**src/logic/mfs_pkg.sv**
```systemverilog
package mfs_pkg;

  // ************************************************************
  // bus geometry and register offsets
  // ************************************************************
  localparam int          ADDR_W        = 8;      // byte address width
  localparam int          DATA_W        = 32;     // register data width
  localparam logic [7:0]  OFS_HASH_LOW  = 8'h00;  // hash filter bits 31:0
  localparam logic [7:0]  OFS_HASH_HIGH = 8'h04;  // hash filter bits 63:32
  localparam logic [7:0]  OFS_UNI_BASE  = 8'h08;  // unicast pairs, low then high
  localparam logic [7:0]  UNI_STRIDE    = 8'h08;  // bytes per unicast pair
  localparam logic [7:0]  UNI_HI_OFS    = 8'h04;  // high word inside a pair
  localparam logic [7:0]  OFS_CNT_BASE  = 8'h40;  // first statistics counter
  localparam logic [7:0]  WORD_BYTES    = 8'h04;  // one register per word

  // ************************************************************
  // field layout
  // ************************************************************
  localparam int          NUM_UNI   = 4;          // unicast station addresses
  localparam int          UNI_W     = 48;         // station address width
  localparam int          UNI_HI_W  = 16;         // address bits kept in high word
  localparam int          HASH_W    = 64;         // hash filter width
  localparam int          NUM_CNT   = 18;         // statistics counters
  localparam int          CNT_W     = 24;         // widest counter
  localparam int          IDX_W     = 5;          // counter index width

  // counter indexes, in address order
  localparam int CNT_TX_OK  = 0;
  localparam int CNT_SCOL   = 1;
  localparam int CNT_MCOL   = 2;
  localparam int CNT_RX_OK  = 3;
  localparam int CNT_FCS    = 4;
  localparam int CNT_ALIGN  = 5;
  localparam int CNT_DEFER  = 6;
  localparam int CNT_LCOL   = 7;
  localparam int CNT_COLLISION_IN_PIN   = 8;
  localparam int CNT_UNDER  = 9;
  localparam int CNT_CSE    = 10;
  localparam int CNT_DISC   = 11;
  localparam int CNT_ROVR   = 12;
  localparam int CNT_CODE   = 13;
  localparam int CNT_LONG   = 14;
  localparam int CNT_JABB   = 15;
  localparam int CNT_SHORT  = 16;
  localparam int CNT_SQE    = 17;

  localparam logic [CNT_W-1:0] MAX24 = 24'hFFFFFF;  // 24-bit all ones
  localparam logic [CNT_W-1:0] MAX16 = 24'h00FFFF;  // 16-bit all ones
  localparam logic [CNT_W-1:0] MAX8  = 24'h0000FF;  // 8-bit all ones

  // ************************************************************
  // frame limits and timing
  // ************************************************************
  localparam logic [15:0] LEN_MIN       = 16'h0040;  // 64 bytes
  localparam logic [15:0] LEN_MAX       = 16'h05EE;  // 1518 bytes
  localparam logic [15:0] LEN_MIN_MCOL  = 16'h003E;  // 62 bytes
  localparam logic [4:0]  COL_ONE       = 5'h01;
  localparam logic [4:0]  COL_TWO       = 5'h02;
  localparam logic [4:0]  COL_FIFTEEN   = 5'h0F;
  localparam logic [4:0]  COL_EXCESS    = 5'h10;     // 16 collisions
  localparam int          SLOT_BITS     = 512;
  localparam int          BIT_TIME_NS   = 100;       // 10 Mb/s bit time
  localparam int          CLK_PERIOD_NS = 4;         // 250 MHz core clock
  localparam int          SLOT_TIME_NS  = SLOT_BITS * BIT_TIME_NS;
  localparam int          SLOT_CYC      = SLOT_TIME_NS / CLK_PERIOD_NS;
  localparam int          TMR_W         = 20;

  // ************************************************************
  // carriers
  // ************************************************************
  typedef struct packed {
    logic              wr;     // write strobe
    logic              rd;     // read strobe
    logic [ADDR_W-1:0] addr;   // byte address
    logic [DATA_W-1:0] wdata;  // write data
  } mfs_bus_req_s;

  typedef struct packed {
    logic        done;          // one-cycle end-of-frame report
    logic        underrun;      // dma underrun, frame abandoned
    logic        carrier_loss;
    logic        late_col;      // collision after slot time
    logic        deferred;      // first attempt deferred
    logic        no_carrier;    // carrier absent one slot in
    logic        half_duplex;
    logic [4:0]  col_count;     // collisions seen, 16 = abandoned
    logic [15:0] length;        // bytes
  } mfs_tx_evt_s;

  typedef struct packed {
    logic        done;          // one-cycle end-of-frame report
    logic        addr_match;
    logic        fcs_bad;       // crc over whole bytes bad
    logic        dribble;       // not a whole number of bytes
    logic        code_err;      // rx error seen during frame
    logic        no_buffer;
    logic        overrun;
    logic [15:0] length;
  } mfs_rx_evt_s;

  typedef enum logic { SQE_IDLE, SQE_WATCH } mfs_sqe_e;

endpackage

```
**src/logic/mfs_addr_stats.sv**
```systemverilog
// The placing of the registers and strobed register access were chosen for this implementation.
`timescale 1ns/100ps
module mfs_addr_stats
  import mfs_pkg::*;
#(
  parameter int SQE_WINDOW_CYC = SLOT_CYC  // shorten for simulation
)(
  input  wire logic                        core_clk,
  input  wire logic                        resetn,
  input  wire mfs_bus_req_s                bus_req,
  output logic [DATA_W-1:0]                rd_data_q,
  input  wire mfs_tx_evt_s                 tx_evt,
  input  wire mfs_rx_evt_s                 rx_evt,
  input  wire logic                        transmit_enable_pin,
  input  wire logic                        collision_in_pin,
  output logic [HASH_W-1:0]                hash_filter_q,
  output logic [NUM_UNI-1:0][UNI_W-1:0]    uni_addr_q
);

  // ************************************************************
  // helper functions
  // ************************************************************
  // saturation ceiling of each counter
  function automatic logic [CNT_W-1:0] cnt_max(input int idx);
    logic [CNT_W-1:0] m;
    m = MAX8;
    if (idx == CNT_TX_OK || idx == CNT_RX_OK)
      m = MAX24;
    else if (idx == CNT_SCOL || idx == CNT_MCOL || idx == CNT_DEFER || idx == CNT_DISC)
      m = MAX16;
    return m;
  endfunction

  // inclusive length window
  function automatic logic len_in(input logic [15:0] len, input logic [15:0] lo,
                                  input logic [15:0] hi);
    return (len >= lo) && (len <= hi);
  endfunction

  // byte offset of a unicast word
  function automatic logic [ADDR_W-1:0] uni_ofs(input int n, input logic hi);
    logic [ADDR_W-1:0] o;
    o = OFS_UNI_BASE + UNI_STRIDE * ADDR_W'(n);
    if (hi)
      o = o + UNI_HI_OFS;
    return o;
  endfunction

  // ************************************************************
  // address decode
  // ************************************************************
  wire  logic [NUM_UNI-1:0] uni_lo_hit;   // low word selected, one assign per bit
  wire  logic [NUM_UNI-1:0] uni_hi_hit;   // high word selected, one assign per bit
  wire  logic         hash_lo_hit = (bus_req.addr == OFS_HASH_LOW);
  wire  logic         hash_hi_hit = (bus_req.addr == OFS_HASH_HIGH);
  wire  logic [ADDR_W-1:0] cnt_rel = bus_req.addr - OFS_CNT_BASE;
  wire  logic         cnt_hit = (bus_req.addr >= OFS_CNT_BASE) && (bus_req.addr[1:0] == 2'h0)
                                && (cnt_rel < WORD_BYTES * ADDR_W'(NUM_CNT));
  wire  logic [IDX_W-1:0] cnt_idx = cnt_rel[IDX_W+1:2];  // word index of counter
  wire  logic         cnt_rd = bus_req.rd && cnt_hit;     // read-to-clear strobe

  genvar g;
  generate
    for (g = 0; g < NUM_UNI; g++)
    begin : g_uni_dec
      assign uni_lo_hit[g] = (bus_req.addr == uni_ofs(g, 1'b0));
      assign uni_hi_hit[g] = (bus_req.addr == uni_ofs(g, 1'b1));
    end
  endgenerate

  // ************************************************************
  // filter registers
  // ************************************************************
  // full-width hash words; both halves always writable
  // strobes never overlap, so the two branches never compete
  always_ff @(posedge core_clk or negedge resetn)
  begin
    if (!resetn)
      hash_filter_q <= '0;
    else if (bus_req.wr && hash_hi_hit)
      hash_filter_q[HASH_W-1:DATA_W] <= bus_req.wdata;
    else if (bus_req.wr && hash_lo_hit)
      hash_filter_q[DATA_W-1:0] <= bus_req.wdata;
  end

  // station addresses; upper half of the high word is dropped on write
  always_ff @(posedge core_clk or negedge resetn)
  begin
    if (!resetn)
      uni_addr_q <= '0;
    else
    begin
      for (int n = 0; n < NUM_UNI; n++)
      begin
        if (bus_req.wr && uni_hi_hit[n])
          uni_addr_q[n][UNI_W-1:DATA_W] <= bus_req.wdata[UNI_HI_W-1:0];
        if (bus_req.wr && uni_lo_hit[n])
          uni_addr_q[n][DATA_W-1:0] <= bus_req.wdata;
      end
    end
  end

  // ************************************************************
  // transmit event classification
  // ************************************************************
  // an underrun frame feeds no counter but its own
  wire logic tx_clean = tx_evt.done && !tx_evt.underrun;
  wire logic tx_nocl  = tx_clean && !tx_evt.carrier_loss;
  wire logic tx_sent  = tx_evt.col_count != COL_EXCESS;
  wire logic [NUM_CNT-1:0] inc_v;  // per-counter increment request, one assign per bit

  assign inc_v[CNT_TX_OK] = tx_clean && tx_sent;
  assign inc_v[CNT_SCOL]  = tx_nocl && (tx_evt.col_count == COL_ONE);
  assign inc_v[CNT_MCOL]  = tx_nocl && (tx_evt.col_count >= COL_TWO)
                            && (tx_evt.col_count <= COL_FIFTEEN)
                            && len_in(tx_evt.length, LEN_MIN_MCOL, LEN_MAX);
  assign inc_v[CNT_DEFER] = tx_clean && tx_evt.deferred
                            && (tx_evt.col_count == '0);
  // late collision also sits in col_count, so it lands in scol or mcol too
  assign inc_v[CNT_LCOL]  = tx_nocl && tx_evt.late_col;
  assign inc_v[CNT_COLLISION_IN_PIN]  = tx_nocl && !tx_sent
                            && len_in(tx_evt.length, LEN_MIN, LEN_MAX);
  assign inc_v[CNT_UNDER] = tx_evt.done && tx_evt.underrun;
  assign inc_v[CNT_CSE]   = tx_clean && tx_evt.half_duplex && tx_evt.no_carrier
                            && tx_sent;

  // ************************************************************
  // receive event classification
  // ************************************************************
  wire logic rx_code  = rx_evt.done && rx_evt.addr_match && rx_evt.code_err;
  wire logic rx_live  = rx_evt.done && !rx_code;  // address-matched rx error frame blocks the rest
  wire logic rx_match = rx_live && rx_evt.addr_match;
  wire logic rx_range = len_in(rx_evt.length, LEN_MIN, LEN_MAX);
  wire logic rx_dirty = rx_evt.fcs_bad || rx_evt.code_err;  // crc, alignment or code
  wire logic rx_long  = rx_evt.length > LEN_MAX;

  assign inc_v[CNT_RX_OK] = rx_match && rx_range && !rx_dirty;
  assign inc_v[CNT_FCS]   = rx_match && rx_range && !rx_evt.dribble
                            && rx_evt.fcs_bad;
  assign inc_v[CNT_ALIGN] = rx_match && rx_range && rx_evt.dribble
                            && rx_evt.fcs_bad;
  assign inc_v[CNT_DISC]  = rx_match && rx_evt.no_buffer;
  assign inc_v[CNT_ROVR]  = rx_match && rx_evt.overrun;
  assign inc_v[CNT_CODE]  = rx_code;
  assign inc_v[CNT_LONG]  = rx_live && rx_long && !rx_dirty;
  assign inc_v[CNT_JABB]  = rx_live && rx_long && rx_dirty;
  assign inc_v[CNT_SHORT] = rx_live && (rx_evt.length < LEN_MIN) && !rx_dirty;

  // ************************************************************
  // heartbeat watch after transmit enable falls
  // ************************************************************
  mfs_sqe_e         sqe_q;      // watching for collision
  mfs_sqe_e         sqe_d;
  logic [TMR_W-1:0] tmr_q;      // cycles since transmit end
  logic [TMR_W-1:0] tmr_d;
  logic             txen_q;     // previous transmit enable
  wire  logic       tmr_end  = tmr_q == TMR_W'(SQE_WINDOW_CYC - 1);
  wire  logic       txen_off = txen_q && !transmit_enable_pin;

  // a new frame starting inside the window cancels the watch silently
  always_comb
  begin
    sqe_d = sqe_q;
    tmr_d = tmr_q;
    case (sqe_q)
      SQE_IDLE:
      begin
        tmr_d = '0;
        if (txen_off)
          sqe_d = SQE_WATCH;
      end
      SQE_WATCH:
      begin
        tmr_d = tmr_q + TMR_W'(1);
        if (collision_in_pin || transmit_enable_pin || tmr_end)
          sqe_d = SQE_IDLE;
      end
      default:
        sqe_d = SQE_IDLE;
    endcase
  end

  assign inc_v[CNT_SQE] = (sqe_q == SQE_WATCH) && tmr_end
                          && !collision_in_pin && !transmit_enable_pin;

  always_ff @(posedge core_clk or negedge resetn)
  begin
    if (!resetn)
    begin
      sqe_q  <= SQE_IDLE;
      tmr_q  <= '0;
      txen_q <= 1'b0;
    end
    else
    begin
      sqe_q  <= sqe_d;
      tmr_q  <= tmr_d;
      txen_q <= transmit_enable_pin;
    end
  end

  // ************************************************************
  // statistics counters
  // ************************************************************
  logic [CNT_W-1:0] cnt_q [NUM_CNT];  // live counts
  logic [CNT_W-1:0] cnt_d [NUM_CNT];

  // read clears, but an event in the read cycle survives as a count of one
  always_comb
  begin
    for (int i = 0; i < NUM_CNT; i++)
    begin
      cnt_d[i] = cnt_q[i];
      if (cnt_rd && (cnt_idx == IDX_W'(i)))
        cnt_d[i] = inc_v[i] ? CNT_W'(1) : '0;
      else if (inc_v[i] && (cnt_q[i] != cnt_max(i)))
        cnt_d[i] = cnt_q[i] + CNT_W'(1);
    end
  end

  always_ff @(posedge core_clk or negedge resetn)
  begin
    if (!resetn)
      for (int i = 0; i < NUM_CNT; i++)
        cnt_q[i] <= '0;
    else
      for (int i = 0; i < NUM_CNT; i++)
        cnt_q[i] <= cnt_d[i];
  end

  // ************************************************************
  // read data path
  // ************************************************************
  logic [DATA_W-1:0] rd_mux;   // selected word, zero when unmapped
  wire  logic [CNT_W-1:0] cnt_sel = cnt_hit ? cnt_q[cnt_idx] : '0;

  always_comb
  begin
    rd_mux = '0;
    if (hash_lo_hit)
      rd_mux = hash_filter_q[DATA_W-1:0];
    else if (hash_hi_hit)
      rd_mux = hash_filter_q[HASH_W-1:DATA_W];
    else if (cnt_hit)
      rd_mux = DATA_W'(cnt_sel);
    else
      for (int n = 0; n < NUM_UNI; n++)
      begin
        if (uni_lo_hit[n])
          rd_mux = uni_addr_q[n][DATA_W-1:0];
        if (uni_hi_hit[n])
          rd_mux = {16'h0000, uni_addr_q[n][UNI_W-1:DATA_W]};
      end
  end

  // data stands only in the cycle after the read strobe
  always_ff @(posedge core_clk or negedge resetn)
  begin
    if (!resetn)
      rd_data_q <= '0;
    else if (bus_req.rd)
      rd_data_q <= rd_mux;
    else
      rd_data_q <= '0;
  end
endmodule

```
**config.mk**
```make
export PLATFORM = sky130hd
export DESIGN_NAME = mfs_addr_stats
export DESIGN_NICKNAME = d
export VERILOG_FILES = /design/src/logic/mfs_pkg.sv /design/src/logic/mfs_addr_stats.sv
export SDC_FILE = /design/constraint.sdc
export NUM_CORES = 2
export LEC_CHECK = 0
export ABC_AREA = 1
export BUFFER_PORTS_ARGS = -buffer_cell sky130_fd_sc_hd__buf_2
export CORE_MARGIN = 3
export CORE_UTILIZATION = 55
export CTS_CLUSTER_DIAMETER = 50
export DETAILED_ROUTE_END_ITERATION = 10
export GPL_TIMING_DRIVEN = 0
export PLACE_DENSITY = 0.77
export SLEW_MARGIN = 40
export SYNTH_ARGS = -nofsm -noshare
export SYNTH_HDL_FRONTEND = slang
export SYNTH_SLANG_ARGS = --single-unit
```
**constraint.sdc**
```tcl
create_clock -name core_clk -period 2.11 [get_ports core_clk]
set_input_delay 0.1055 -clock core_clk [delete_from_list [all_inputs] [get_ports core_clk]]
set_output_delay 0.1055 -clock core_clk [all_outputs]
set_load 0.05 [all_outputs]
```
==> metrics <==
wire per inst 23.65 µm; worst r2r path cells 9; synthesized area 46450 µm²; reg2reg end rd_data_q[13]; Post-synth EDFFs 0; Starting Density 56.03%; final setup margin -87.56 ps; PnR Total Power 44.62 mW; failing checks negative hold slack, negative setup slack; Worst-path clk slew 60 ps; Worst setup EP type flop; Max-Cap Viols 0; syn_nets 6842; Avg Cell Area, Syn 6.907 µm²; Starting DRT DRC Count 6713; share of flip-flops with an asynchronous set or reset 100.0%; total die area 87970 µm²; register area share after synthesis 39.98%; total CTS buffers 101; largest net degree at the start of global routing 104; Comb pwr share 19.6%; worst skew pair latency 720 ps; H-tree depth 3; Final Hold Viols 329; P_leak 27.32 nW; Int Pwr 28.89 mW; warning count from the yosys run 0; Ports 385; Reg power frac 39.1%; VDD IR max 0.0007753 V; drt first pass iters 8; Max transition margin 40.50%; type of the tightest min-delay check input port to async pin; Cells after DPL 8237; Routed Antenna Nets 0; crit path max fanout 10; fillers 7296; routability cong. 1.109; # DRC 0; ys flop type dfrtp_1; status finished, violations left; Cell Pwr Density 796.1 nW/µm²; CTS tree done; reg-to-reg slack, setup -50 ps; layout cells sized above 1 14.55%; fin crit share 104.1%; actual slew at the worst max-slew pin 892.6 ps; RSZ-0062 raised after global routing yes; Yosys reg bits 742; CP arrival 2820 ps; Core Rows 105; die height 296.6 µm; HPWL Detailed 153.0 mm; min Tclk post-route 2198 ps; Final #Nets 7456; setup violators final 13; number of vias per cell 6.151; Psw 15.73 mW; total number of vias 52603; first-pass GRT wire length 296.9 mm; Max Slew Vio Count 0; clk buf depth 3; Root Buffer clkbuf_16; CTS sink cnt 742; Max Clock Skew 32.26 ps; CP startpoint kind input port; synthesis-to-finish area growth 20.67%; final WL 202.3 mm; Sw Share 35.25%; Final Non-Filler Cells 8552; Post-Synthesis Cells 6724; vias in the first global route 48265; GRT overflow 0; initial antenna violation count 4; Synth cell types 46; chip width 296.6 µm; Worst Hold Slack -659.7 ps; Setup CP Type input port to flop; worst r2r src cnt_q[301]; GRT Total Usage 44.48%; Clk pwr share 41.2%; Port Buffers 382; Placeable Area 82900 µm²; Max Clock Freq 455.1 MHz; CP required 2730 ps
## flip-flops by register name, summed over array words and instances, names as in the netlist
signal,cells
cnt_q,432
rd_data_q,32
tmr_q,20
txen_q,1
sqe_q,1
uni_addr_q,192
hash_filter_q,64
## area by class of cell
| type | count | area [µm²] | area share, % |
|---|---|---|---|
| inverter | 664 | 2532 | 4.519 |
| clock buffer | 124 | 2774 | 4.949 |
| buffer | 266 | 1394 | 2.487 |
| antenna | 5 | 12.51 | 0.02232 |
| multi-input combinational | 5039 | 25140 | 44.86 |
| clock inverter | 65 | 850.8 | 1.518 |
| timing repair buffer | 524 | 3328 | 5.938 |
| sequential | 742 | 18610 | 33.20 |
| tap | 1123 | 1405 | 2.507 |
## metal layers
| metal | part of all wire [%] | routed length (µm) | track usage, % | vias to the layer above |
|---|---|---|---|---|
| met3 | 14 | 28000 | 15.29 | 679 |
| met5 | 0 | 0 | 0 | - |
| met2 | 42 | 84140 | 64.00 | 3673 |
| met1 | 38 | 77420 | 59.87 | 24770 |
| li1 | - | - | - | 23481 |
| met4 | 6.3 | 12700 | 21.93 | 0 |
## placed cells by master (no fill, tap or decap), drive strengths merged
| cell | instances |
|---|---|
| nor2 | 735 |
| nand2 | 1870 |
| xor2 | 226 |
| and3 | 12 |
| o221ai | 3 |
| nand4 | 369 |
| nor3b | 7 |
| diode | 5 |
| nand3 | 497 |
| dfrtp | 742 |
| bufinv | 10 |
| a21oi | 169 |
| dlygate4sd3 | 57 |
| nor4 | 56 |
| a221oi | 12 |
| inv | 677 |
| nand3b | 56 |
| o22ai | 47 |
| o21bai | 14 |
| or2 | 60 |
| clkinv | 28 |
| a31oi | 15 |
| nor3 | 239 |
| xnor2 | 22 |
| a22oi | 11 |
| o21ai | 579 |
| clkbuf | 292 |
| and2 | 5 |
| clkinvlp | 14 |
| a21o | 1 |
| buf | 565 |
| o31ai | 5 |
| ha | 21 |
| o211ai | 6 |
| o21a | 2 |
## logic make-up (layout without fill, tap and decap cells)
group	count (synthesis)	after routing	synth area share (%)
other	0	5	0
and+or+nand+nor	3905	3906	37.10
xor gates and xnor gates	248	248	4.677
buffers and inverters	944	1643	7.861
adders and majority gates	21	21	0.5657
AOI/OAI and AO/OA	864	864	9.817
DFF	742	742	39.98
## worst max-delay path: stages
cell      delay, ps
buf_2           380
inv_2           160
nand2_1         150
buf_2           430
o22ai_1         260
o21bai_2        410
nand3_2         310
o21bai_1        350
nand2_1          90
a21oi_1         140
## how the worst max path moves through the flow
stage	start	end	slack, ps
3_3_place_gp	resetn	uni_addr_q[76]	-15420
2_1_floorplan	cnt_q[72]	cnt_q[79]	7
6_report	bus_req[34]	rd_data_q[20]	-90
4_1_cts	bus_req[34]	rd_data_q[7]	-40
5_1_grt	bus_req[38]	cnt_q[264]	-50
3_5_place_dp	bus_req[38]	rd_data_q[0]	-1700
## Yosys cell counts, types with 6 or more instances
cell,number,area share [%]
o22ai_1,47,0.63
o21ai_1,19,0.20
o21bai_1,14,0.23
nand2_1,1866,15
clkbuf_1,190,1.5
ha_1,21,0.57
a221oi_1,12,0.23
a22oi_1,11,0.18
a21oi_1,169,1.8
or2_2,55,0.74
xnor2_1,22,0.41
buf_1,31,0.25
xor2_1,226,4.3
inv_1,646,5.2
dfrtp_1,742,40
buf_2,50,0.54
nor3b_1,7,0.11
clkinv_1,7,0.057
nand3b_1,56,0.91
o21ai_0,559,6.0
inv_2,11,0.089
nor3_1,238,2.6
nor4_1,56,0.75
a31oi_1,15,0.20
nor2_1,726,5.9
o211ai_1,6,0.097
nand3_1,492,5.3
nand4_1,362,4.9
buf_4,7,0.11
and3_1,12,0.16
## what timing repair did
| item | in CTS | in global routing |
|---|---|---|
| endpoints found under the hold margin | 626 | 258 |
| buffers inserted | 33 | 43 |
| gates cloned | 0 | 2 |
| pin swaps | 15 | 24 |
| setup endpoints to repair | 714 | 532 |
| hold buffers | 56 | 1 |
| gates resized for setup | 242 | 232 |
## power groups by stage
stage / combinational (mW) / sequential, mW / clock [mW]
after floorplan: 4.09 / 17.8 / 0
after global placement: 7.44 / 17.6 / 0
after detailed placement: 7.61 / 17.6 / 0
after CTS: 8.10 / 17.3 / 18.4
after global routing: 9.38 / 17.6 / 19.0
final: 8.76 / 17.5 / 18.4
## metrics by stage
step	util, %	area (µm²)	setup slack, ps	setup TNS [ps]	hold slack, ps
floorplan	-	46450	6.517	0	-190.1
global placement	60.03	49770	-15420	-	245.5
detailed placement	60.34	50020	-1705	-866820	74.72
CTS	66.51	55130	-38.83	-38.83	-653.8
global route	67.59	56030	-51.23	-720.6	-630.3
finish	67.61	56050	-87.56	-533.7	-659.7
Note: power is estimated with default switching activity, not from simulation.
